===== config.mk =====
export PLATFORM = sky130hd
export DESIGN_NAME = prescaled_reload_timer
export DESIGN_NICKNAME = d
export VERILOG_FILES = /design/src/core/timer_pkg.sv /design/src/core/edge_sync.sv /design/src/core/timer_prescaler.sv /design/src/core/prescaled_reload_timer.sv
export SDC_FILE = /design/constraint.sdc
export NUM_CORES = 1
export LEC_CHECK = 0
export CAP_MARGIN = 20
export CORE_MARGIN = 3
export CORE_UTILIZATION = 35
export DETAILED_ROUTE_END_ITERATION = 10
export DONT_BUFFER_PORTS = 1
export HOLD_SLACK_MARGIN = 0.15
export PLACE_DENSITY = 0.47
export SYNTH_ARGS = -nofsm -noshare
export SYNTH_HDL_FRONTEND = slang
export SYNTH_SLANG_ARGS = --single-unit
export TNS_END_PERCENT = 30

===== constraint.sdc =====
create_clock -name hclk -period 3.83 [get_ports hclk]
set_input_delay 0.766 -clock hclk [delete_from_list [all_inputs] [get_ports hclk]]
set_output_delay 0.766 -clock hclk [all_outputs]
set_load 0.02 [all_outputs]

===== src/core/timer_pkg.sv =====
// constants, register map and state types of the prescaled reload timer
// assumes a 250 MHz bus clock and a 13.56 MHz timer reference derived from it
package timer_pkg;

  // ==========================================================
  // clocks
  localparam int REF_FREQ_KHZ = 13560;
  localparam int CLK_FREQ_KHZ = 250000;
  // one bit above the modulus so acc plus step never wraps
  localparam int ACC_WIDTH = 19;
  localparam logic [ACC_WIDTH-1:0] REF_STEP = ACC_WIDTH'(REF_FREQ_KHZ);
  localparam logic [ACC_WIDTH-1:0] REF_MOD = ACC_WIDTH'(CLK_FREQ_KHZ);

  // ==========================================================
  // register indices, byte address is four times the index
  localparam logic [7:0] IDX_MODE = 8'h2a;
  localparam logic [7:0] IDX_DIV_LOW = 8'h2b;
  localparam logic [7:0] IDX_RELOAD_HIGH = 8'h2c;
  localparam logic [7:0] IDX_RELOAD_LOW = 8'h2d;
  localparam logic [7:0] IDX_COUNT_HIGH = 8'h2e;
  localparam logic [7:0] IDX_COUNT_LOW = 8'h2f;
  localparam logic [7:0] IDX_CONFIG = 8'h38;
  localparam logic [7:0] IDX_CONTROL = 8'h39;
  localparam logic [7:0] IDX_IRQ_STATUS = 8'h3a;
  localparam logic [7:0] IDX_IRQ_MASK = 8'h3b;
  localparam int ADDR_LSB = 2;
  localparam int ADDR_MSB = 9;

  // ==========================================================
  // fields
  localparam int MODE_AUTO_BIT = 7;
  localparam int MODE_RESTART_BIT = 4;
  localparam int MODE_DIVHI_MSB = 3;
  localparam int CONFIG_EVEN_BIT = 0;
  localparam int CONFIG_FIELD_BIT = 1;
  localparam int CONTROL_START_BIT = 0;
  localparam int CONTROL_STOP_BIT = 1;
  localparam int IRQ_WIDTH = 2;
  localparam int IRQ_ZERO_BIT = 0;
  localparam int IRQ_START_BIT = 1;
  localparam logic [7:0] RESET_BYTE = 8'h00;
  localparam logic [15:0] COUNT_ONE = 16'h0001;
  localparam logic [1:0] HTRANS_NONSEQ = 2'h2;

  // ==========================================================
  // types
  typedef struct packed {
    logic valid;
    logic write;
    logic [7:0] index;
  } ahb_addr_t;

  typedef struct packed {
    logic [7:0] mode;
    logic [7:0] div_low;
    logic [7:0] reload_high;
    logic [7:0] reload_low;
    logic [7:0] config_bits;
    logic [15:0] count;
    logic running;
    logic [IRQ_WIDTH-1:0] irq_status;
    logic [IRQ_WIDTH-1:0] irq_mask;
    logic irq;
    logic ready;
    ahb_addr_t dphase;
    logic [31:0] rdata;
    logic [13:0] chk_strobes;
    logic chk_valid;
  } timer_state_t;

  typedef struct packed {
    logic s1;
    logic s2;
    logic s3;
  } sync_state_t;

  typedef struct packed {
    logic [ACC_WIDTH-1:0] acc;
    logic strobe;
    logic [12:0] div_count;
    logic tick;
  } prescale_state_t;

endpackage


===== src/core/edge_sync.sv =====
// two-flop synchroniser with rising edge detect for one pin
// assumes the pin level is asynchronous to hclk
`timescale 1ns/1ns
`default_nettype none
module edge_sync
  import timer_pkg::*;
(
  input wire logic hclk,
  input wire logic hresetn,
  input wire logic pin,
  output logic rise
);

  sync_state_t s;
  sync_state_t s_next;

  always_comb begin
    s_next = s;
    s_next.s1 = pin;
    s_next.s2 = s.s1;
    s_next.s3 = s.s2;
  end

  always_ff @(posedge hclk or negedge hresetn) begin
    if (!hresetn) begin
      s <= '0;
    end else begin
      s <= s_next;
    end
  end

  // the first flop is seen only by the second
  assign rise = s.s2 & ~s.s3;

endmodule
`default_nettype wire


===== src/core/timer_prescaler.sv =====
// 13.56 MHz reference strobe and programmable tick divider
// assumes restart is a one-cycle pulse from logic on hclk
`timescale 1ns/1ns
`default_nettype none
module timer_prescaler
  import timer_pkg::*;
(
  input wire logic hclk,
  input wire logic hresetn,
  input wire logic restart,
  input wire logic [11:0] divider_value,
  input wire logic even_divide_select,
  output logic ref_strobe,
  output logic tick
);

  prescale_state_t s;
  prescale_state_t s_next;
  logic [ACC_WIDTH-1:0] acc_sum;
  logic [12:0] limit;

  always_comb begin
    s_next = s;
    // fractional accumulator: mean rate exact, jitter of one bus clock
    acc_sum = s.acc + REF_STEP;
    s_next.strobe = 1'b0;
    if (acc_sum >= REF_MOD) begin
      acc_sum = acc_sum - REF_MOD;
      s_next.strobe = 1'b1;
    end
    s_next.acc = acc_sum;
    // period is limit+1 reference cycles
    limit = {divider_value, even_divide_select}; // [RULE_02] [RULE_03]
    s_next.tick = 1'b0;
    if (restart) begin
      s_next.div_count = '0;
    end else if (s.strobe) begin
      if (s.div_count >= limit) begin
        s_next.div_count = '0;
        s_next.tick = 1'b1;
      end else begin
        s_next.div_count = s.div_count + 13'h0001;
      end
    end
  end

  always_ff @(posedge hclk or negedge hresetn) begin
    if (!hresetn) begin
      s <= '0;
    end else begin
      s <= s_next;
    end
  end

  assign ref_strobe = s.strobe;
  assign tick = s.tick;

endmodule
`default_nettype wire


===== src/core/prescaled_reload_timer.sv =====
// prescaled reload down-counter with AHB-Lite register slave and interrupt
// assumes a single AHB-Lite master, word transfers, hready fed back from hreadyout
//
// Our own choice: the AHB-Lite register port.
`timescale 1ns/1ns
`default_nettype none
//
// Contract
// RULE_01: divider value is twelve bits: mode low nibble above divider low byte.
// RULE_02: with even select clear, tick period is twice divider plus one reference cycles.
// RULE_03: with even select set, tick period is twice divider plus two reference cycles.
// RULE_04: reload value is sixteen bits in two read-write byte registers.
// RULE_05: every start event copies the reload value into the counter.
// RULE_06: reload writes leave a running count alone until the next start.
// RULE_07: live counter readable as high and low read-only bytes.
// RULE_08: software must not trust counter contents after reset.
// RULE_09: without auto-restart, count down to zero, stop and raise the timer interrupt.
// RULE_10: with auto-restart, reload at zero and keep counting.
// RULE_11: automatic start at transmit end, or field-on when initial-field-on is set.
// RULE_12: while running, each tick decrements the counter by exactly one.
module prescaled_reload_timer
  import timer_pkg::*;
(
  input wire logic hclk,
  input wire logic hresetn,
  input wire logic hsel,
  input wire logic [31:0] haddr,
  input wire logic [1:0] htrans,
  input wire logic hwrite,
  input wire logic [2:0] hsize,
  input wire logic [31:0] hwdata,
  input wire logic hready,
  output logic hreadyout,
  output logic hresp,
  output logic [31:0] hrdata,
  input wire logic tx_end,
  input wire logic field_on,
  output logic irq
);

  // ==========================================================
  // state
  timer_state_t s;
  timer_state_t s_next;
  logic tx_rise;
  logic field_rise;
  logic ref_strobe;
  logic tick;
  logic start;
  logic stop;
  logic wr;
  logic [7:0] wbyte;
  logic [IRQ_WIDTH-1:0] irq_set;
  logic [IRQ_WIDTH-1:0] irq_clear;
  logic [11:0] divider_value;
  logic [15:0] reload_value;
  logic auto_restart_enable;
  logic automatic_start_enable;

  function automatic logic [31:0] read_mux(input timer_state_t st, input logic [7:0] idx);
    logic [7:0] b;
    b = RESET_BYTE;
    case (idx)
      IDX_MODE: b = st.mode;
      IDX_DIV_LOW: b = st.div_low;
      IDX_RELOAD_HIGH: b = st.reload_high;
      IDX_RELOAD_LOW: b = st.reload_low;
      IDX_COUNT_HIGH: b = st.count[15:8]; // [RULE_07]
      IDX_COUNT_LOW: b = st.count[7:0]; // [RULE_07]
      IDX_CONFIG: b = st.config_bits;
      IDX_CONTROL: b = {7'h00, st.running};
      IDX_IRQ_STATUS: b = {6'h00, st.irq_status};
      IDX_IRQ_MASK: b = {6'h00, st.irq_mask};
      default: b = RESET_BYTE;
    endcase
    return {24'h000000, b};
  endfunction

  // ==========================================================
  // pins and prescaler
  edge_sync u_tx_sync (
    .hclk(hclk),
    .hresetn(hresetn),
    .pin(tx_end),
    .rise(tx_rise)
  );

  edge_sync u_field_sync (
    .hclk(hclk),
    .hresetn(hresetn),
    .pin(field_on),
    .rise(field_rise)
  );

  assign divider_value = {s.mode[MODE_DIVHI_MSB:0], s.div_low}; // [RULE_01]
  assign reload_value = {s.reload_high, s.reload_low}; // [RULE_04]
  assign auto_restart_enable = s.mode[MODE_RESTART_BIT];
  assign automatic_start_enable = s.mode[MODE_AUTO_BIT];

  timer_prescaler u_prescaler (
    .hclk(hclk),
    .hresetn(hresetn),
    .restart(start),
    .divider_value(divider_value),
    .even_divide_select(s.config_bits[CONFIG_EVEN_BIT]),
    .ref_strobe(ref_strobe),
    .tick(tick)
  );

  // ==========================================================
  // next state
  always_comb begin
    s_next = s;
    wr = s.dphase.valid & s.dphase.write;
    wbyte = hwdata[7:0];
    start = 1'b0;
    stop = 1'b0;
    irq_set = '0;
    irq_clear = '0;
    // register writes land in the data phase
    if (wr) begin
      case (s.dphase.index)
        IDX_MODE: s_next.mode = wbyte;
        IDX_DIV_LOW: s_next.div_low = wbyte;
        IDX_RELOAD_HIGH: s_next.reload_high = wbyte; // [RULE_04] [RULE_06]
        IDX_RELOAD_LOW: s_next.reload_low = wbyte; // [RULE_04] [RULE_06]
        IDX_CONFIG: s_next.config_bits = wbyte;
        IDX_CONTROL: begin
          start = wbyte[CONTROL_START_BIT];
          stop = wbyte[CONTROL_STOP_BIT];
        end
        IDX_IRQ_STATUS: irq_clear = wbyte[IRQ_WIDTH-1:0];
        IDX_IRQ_MASK: s_next.irq_mask = wbyte[IRQ_WIDTH-1:0];
        default: ;
      endcase
    end
    if (automatic_start_enable) begin
      if (tx_rise || (field_rise && s.config_bits[CONFIG_FIELD_BIT])) begin
        start = 1'b1; // [RULE_11]
      end
    end
    // start beats stop, stop beats a tick
    if (start) begin
      s_next.count = reload_value; // [RULE_05]
      s_next.running = 1'b1;
      irq_set[IRQ_START_BIT] = 1'b1;
    end else if (stop) begin
      s_next.running = 1'b0;
    end else if (s.running && tick) begin
      if (s.count <= COUNT_ONE) begin
        irq_set[IRQ_ZERO_BIT] = 1'b1; // [RULE_09]
        if (auto_restart_enable) begin
          s_next.count = reload_value; // [RULE_10]
        end else begin
          s_next.count = '0; // [RULE_09]
          s_next.running = 1'b0;
        end
      end else begin
        s_next.count = s.count - COUNT_ONE; // [RULE_12]
      end
    end
    // set wins over a write-one clear in the same cycle
    s_next.irq_status = (s.irq_status & ~irq_clear) | irq_set;
    s_next.irq = |(s_next.irq_status & s_next.irq_mask);
    // address phase; read data from next state so a write just before is seen
    s_next.ready = 1'b1;
    // nonseq and seq start a transfer; idle and busy slots carry none
    s_next.dphase.valid = hsel & hready & htrans[1];
    s_next.dphase.write = hwrite;
    s_next.dphase.index = haddr[ADDR_MSB:ADDR_LSB];
    if (s_next.dphase.valid && !hwrite) begin
      s_next.rdata = read_mux(s_next, haddr[ADDR_MSB:ADDR_LSB]);
    end
    // checker helper: reference strobes since the last tick or restart
    if (start) begin
      s_next.chk_strobes = '0;
      s_next.chk_valid = 1'b1;
    end else if (tick) begin
      s_next.chk_strobes = '0;
      s_next.chk_valid = 1'b1;
    end else if (ref_strobe) begin
      s_next.chk_strobes = s.chk_strobes + 14'h0001;
    end
    if (wr && (s.dphase.index == IDX_MODE || s.dphase.index == IDX_DIV_LOW
        || s.dphase.index == IDX_CONFIG)) begin
      s_next.chk_valid = 1'b0;
    end
  end

  always_ff @(posedge hclk or negedge hresetn) begin
    if (!hresetn) begin
      s <= '0;
    end else begin
      s <= s_next;
    end
  end

  assign hreadyout = s.ready;
  assign hresp = 1'b0;
  assign hrdata = s.rdata;
  assign irq = s.irq;
endmodule
`default_nettype wire


**Word-level counts from Yosys, hierarchy flattened**

Cells that the tools add are included.

- Add/subtract/negate cells: 4
- Multipliers: 0
- Div/mod/pow operators: 0
- Magnitude comparators: 3
- Eq/ne operators: 18
- Shifts and indexed selects: 0
- Mux-type cells: 37
- Bitwise logic cells: 11
- Reduce and logical (&&, ||, !) cells: 7

Operators by type and width:

| cell | number |
|---|---|
| $eq A8 B6 Y1 const B | 18 |
| $pmux W8 S10 | 1 |
| $mux W16 | 3 |
| $mux W40 | 1 |
| $mux W8 | 5 |
| $mux W17 | 2 |
| $mux W13 | 2 |
| $add A19 B14 Y19 const B | 1 |
| $ge A19 B18 Y1 const B | 1 |
| $mux W19 | 1 |
| $sub A19 B18 Y19 const B | 1 |
| $mux W1 | 17 |
| $le A16 B1 Y1 const B | 1 |
| $sub A16 B1 Y16 const B | 1 |
| $mux W14 | 1 |
| $add A13 B1 Y13 const B | 1 |
| $ge A13 B13 Y1 | 1 |
| $mux W2 | 4 |
| $and A1 B1 Y1 | 5 |
| $and A2 B2 Y2 | 2 |
| $logic_and A1 B1 Y1 | 3 |
| $not A1 Y1 | 2 |
| $not A2 Y2 | 1 |
| $or A2 B2 Y2 | 1 |
| other kinds (4) | 4 |

- Bits in registers: 121
- Latch bits: 0
- Memory bits (writable): 0
- Memory bits (read-only): 0
- Input bits: 76
- Word-level logic and storage cells: 105
- Memories kept: 0

**Longest topological paths before layout**

- Word-level depth: 10
- Depth in mapped cells: 14
- Depth with buffers taken out: 13

**Hierarchy**

From an unflattened synthesis, not the netlist that was laid out.

- Cells, all modules: 712
- Area, all modules: 7101.8 um^2

Modules (own cells, without submodules):

| module | instances | cells each | area each (um^2) | seq. area each (um^2) |
|---|---|---|---|---|
| prescaled_reload_timer | 1 | 418 | 4486.8 | 2026.9 |
| timer_prescaler | 1 | 286 | 2437.3 | 775.7 |
| edge_sync | 2 | 4 | 88.8 | 75.1 |

**Worst setup path before layout**

Ideal clock, no wire load.

- Kind: flip-flop to flip-flop
- From: reg u_prescaler.s[18] (netlist name)
- To: reg u_prescaler.s[25] (netlist name)
- Setup time: 0.080 ns
- Data arrival time: 2.608 ns
- Required time: 3.750 ns
- Path slack: 1.142 ns
- Cell stages (with the launch flop): 13
- Path through: dfrtp_1 inv_1 ha_1 buf_2 o31a_1 a221o_1 a21o_1 o31ai_1 nand2_1 a31oi_4 or2_1 mux2i_1 xnor2_1

- Cells in the longest elaborated chain, start to end: 3
- Elaborated cells on any way between the ends: 4
- Classes of those cells: add/sub: 2; order compare: 1; mux: 1

RTL lines:

| element | RTL line | source |
|---|---|---|
| start, declared | timer_prescaler.sv:17 | `prescale_state_t s;` |
| start signal, assigned | timer_prescaler.sv:51 | `s <= s_next;` |
| $add A19 B14 Y19 (*) | timer_prescaler.sv:25 | `acc_sum = s.acc + REF_STEP;` |
| $sub A19 B18 Y19 or $ge A19 B18 Y1 (tied branches) | timer_prescaler.sv:28, timer_prescaler.sv:27 |  |
| $mux W19 (*) | timer_prescaler.sv:27 | `if (acc_sum >= REF_MOD) begin` |
| named net u_prescaler.acc_sum[10] | timer_prescaler.sv:19 | `logic [ACC_WIDTH-1:0] acc_sum;` |

Mark *: on every way through the listed nets, which the timed path passes. The rest lies on a longest branch.
A chain may end at the register's enable or synchronous reset.

==> metrics.md <==
| Metric | Value |
|---|---|
| Longest Clk Path Bufs | `2` |
| Worst-Skew Late Latency | `0.41 ns` |
| Number of buffers created by CTS | `17` |
| Power Total | `3.15 mW` |
| Avg Inst Size Synth | `9.74 um2` |
| N_diodes | `0` |
| Die X | `147 um` |
| Final slew viol count | `0` |
| Top Ports | `111` |
| Worst-path fanout max | `10` |
| CP top delay family | `compound AO/OA/AOI/OAI gates` |
| Routed WL | `18200 um` |
| M1 WL | `8760 um` |
| Crit. End Element | `flip-flop` |
| Most frequent cells after synthesis | `dfrtp_1 (118), nand2_1 (62), o21ai_0 (42)` |
| Data required time at the worst endpoint | `4.09 ns` |
| Met3 Wirelength | `978 um` |
| VDD IR max | `0.295 mV` |
| Synth Warn # | `0` |
| Row cnt | `50` |
| CTS tree | `done` |
| Fin crit share | `0.912` |
| Max Clock Skew | `0.00463 ns` |
| Die H | `147 um` |
| Setup violations, final | `0` |
| First-pass GRT wire length | `29800 um` |
| H-tree Lvls | `4` |
| CP Depth | `10` |
| CP peak stage delay | `0.65 ns` |
| Initial antenna violation count | `0` |
| R2R Path Start | `s[74]` |
| Total Neg Setup Slack | `0 ns` |
| Cells after synthesis | `711` |
| Cell with the most instances after synthesis | `dfrtp_1` |
| Core Area | `0.0191 mm2` |
| Clk root buf | `clkbuf_16` |
| Buffers on Ports | `0` |
| Min Tclk post-route | `3.49 ns` |
| Crit path DAT | `3.75 ns` |
| RSZ-0062 raised after global routing | `no` |
| Max Used Layer | `met4` |
| Slew @ Worst Pin | `0.717 ns` |
| Crit-path cells | `or4_1 > nor2_1 > o2111a_1 > nor2_1 > nand3_1 > o21ai_0 > a22o_1 > a2111oi_0 > buf_4 > o21ai_0` |
| Grt ovf | `0` |
| Synth Register Bits | `118` |
| Ys async rst share | `1.00` |
| GRT Total Usage | `0.173` |
| Post-Syn Area | `0.00693 mm2` |
| Pwr Density | `409 mW/mm2` |
| Worst Reg-to-Reg Cells | `10` |
| Ys flop type | `dfrtp_1` |
| Vias per cell | `5.46` |
| P&R area growth vs syn | `11.2%` |
| Post-synthesis sequential area ratio | `0.426` |
| Die ar. | `0.0215 mm2` |
| Initial core utilization | `0.363` |
| Synth unique cells | `82` |
| Via count | `5368` |
| Highest clock rate | `286 MHz` |
| Sink Count | `118` |
| Worst path bufs/invs | `1` |
| Share of layout cells above drive strength 1 | `0.148` |
| Proportion of netlist area held by the largest area contributor | `0.426` |
| Maximum number of pins on one net before global-route repair | `119` |
| Vias in the first global route | `5391` |
| Final GP Congestion | `0.846` |
| CP max stage cell | `a2111oi_0` |
| Leak | `3.41 nW` |
| Largest cells by area after synthesis | `dfrtp_1 (43%), mux2_2 (6.2%), buf_4 (3.8%)` |
| Post-DP HPWL | `13000 um` |
| DR iter-0 viols | `390` |
| Post-CTS setup buffer count | `0` |
| Clock transition at path regs | `0.06 ns` |
| Hold Path Class | `in -> async` |
| DR pass1 iterations | `5` |
| Routed len/inst | `18.5 um` |
| Post-CTS sizing | `0` |
| Post-synth EDFFs | `0` |
| Hold Vio Cnt, Final | `0` |
| DRC violations left | `0` |
| Setup CP Type | `reg -> reg` |
| Met2 WL | `8120 um` |
| Area leader, netlist | `dfrtp_1` |
| Final #Nets | `806` |
| Critical path origin | `s[74]` |
| DRT antenna net count | `0` |
| Worst slew margin | `0.510` |
| Status | `finished clean` |
| Worst setup SP type | `flip-flop` |
| Max cap viols | `0` |
==> cells by family after synthesis <==
| logic type | after synthesis | share of synthesized area |
|---|---|---|
| flip-flops | 118 | 0.426 |
| AND/OR/NAND/NOR | 232 | 0.185 |
| multiplexers | 48 | 0.0762 |
| buffers and inverters | 97 | 0.0740 |
| AO/OA/AOI/OAI | 172 | 0.174 |
| adder cells (fa/ha/maj) | 19 | 0.0343 |
| XOR/XNOR | 23 | 0.0291 |
| other | 2 | 0.00108 |
==> metal layers <==
layer,up-vias,GRT usage
li1,2538,-
met4,0,0.0569
met2,159,0.256
met3,23,0.0416
met1,2648,0.250
met5,-,0
==> what timing repair did <==
action | in CTS | in global routing
endpoints found under the hold margin | 118 | 0
setup endpoints to repair | 0 | 0
hold buffers | 1 | 0
==> cell usage in the layout, fill, tap and decap left out, drive strengths merged, types with 19 or more instances in the layout <==
cell,synthesis,final
ha,19,19
nor3,21,21
dfrtp,118,118
clkbuf,15,23
conb,2,26
inv,38,38
nor2,40,40
nand2,63,63
a21oi,26,26
mux2,38,38
o21ai,47,47
nand3,27,27
==> cell type report <==
type / instances / area (um2)
multi-input cells: 520 / 3550
well taps: 260 / 325
repair buffers: 15 / 133
clock inverters: 9 / 125
flip-flops and latches: 118 / 2950
inverters: 39 / 149
clock buffers: 23 / 468
fillers: 1903 / 11400
==> flip-flops by register name, indices dropped and copies added (netlist names) <==
register,cells
u_prescaler.tick,1
hrdata,8
u_tx_sync.s,3
u_prescaler.s,29
automatic_start_enable,1
s,41
u_prescaler.ref_strobe,1
irq,1
reload_value,16
auto_restart_enable,1
divider_value,12
u_field_sync.s,3
hreadyout,1
==> per-stage QoR <==
step	instance area (um2)	std cells	util	setup slack [ns]	hold WS, ns
2_1_floorplan	7020	735	-	1.14	0.331
3_3_place_gp	7080	951	0.371	0.377	0.338
3_5_place_dp	7080	951	0.371	0.373	0.339
4_1_cts	7700	984	0.404	0.335	0.352
5_1_grt	7700	984	0.404	0.133	0.346
6_report	7700	984	0.404	0.337	0.301
==> power by group <==
group	internal [mW]	total [mW]	switching, mW
sequential	1.29	1.33	0.0400
combinational	0.0664	0.210	0.144
clock	1.05	1.62	0.563
==> worst paths after layout <==
check,to,slack (ns)
worst max register to register,hrdata[4],0.34
max in group asynchronous,u_prescaler.s[3],3.05
worst max-delay path,hrdata[4],0.34
min in group hclk,u_field_sync.s[1],0.35
worst min-delay path,s[73],0.30
worst min register to register,u_field_sync.s[1],0.35
==> worst reg2reg max path, stage by stage (launching register included) <==
cell and delay [ns]:
dfrtp_1 0.41, or4_1 0.60, nor2_1 0.27, o2111a_1 0.50, nor2_1 0.17, nand3_1 0.13
o21ai_0 0.10, a22o_1 0.21, a2111oi_0 0.65, buf_4 0.22, o21ai_0 0.09
Note: power is estimated with default switching activity, not from simulation.
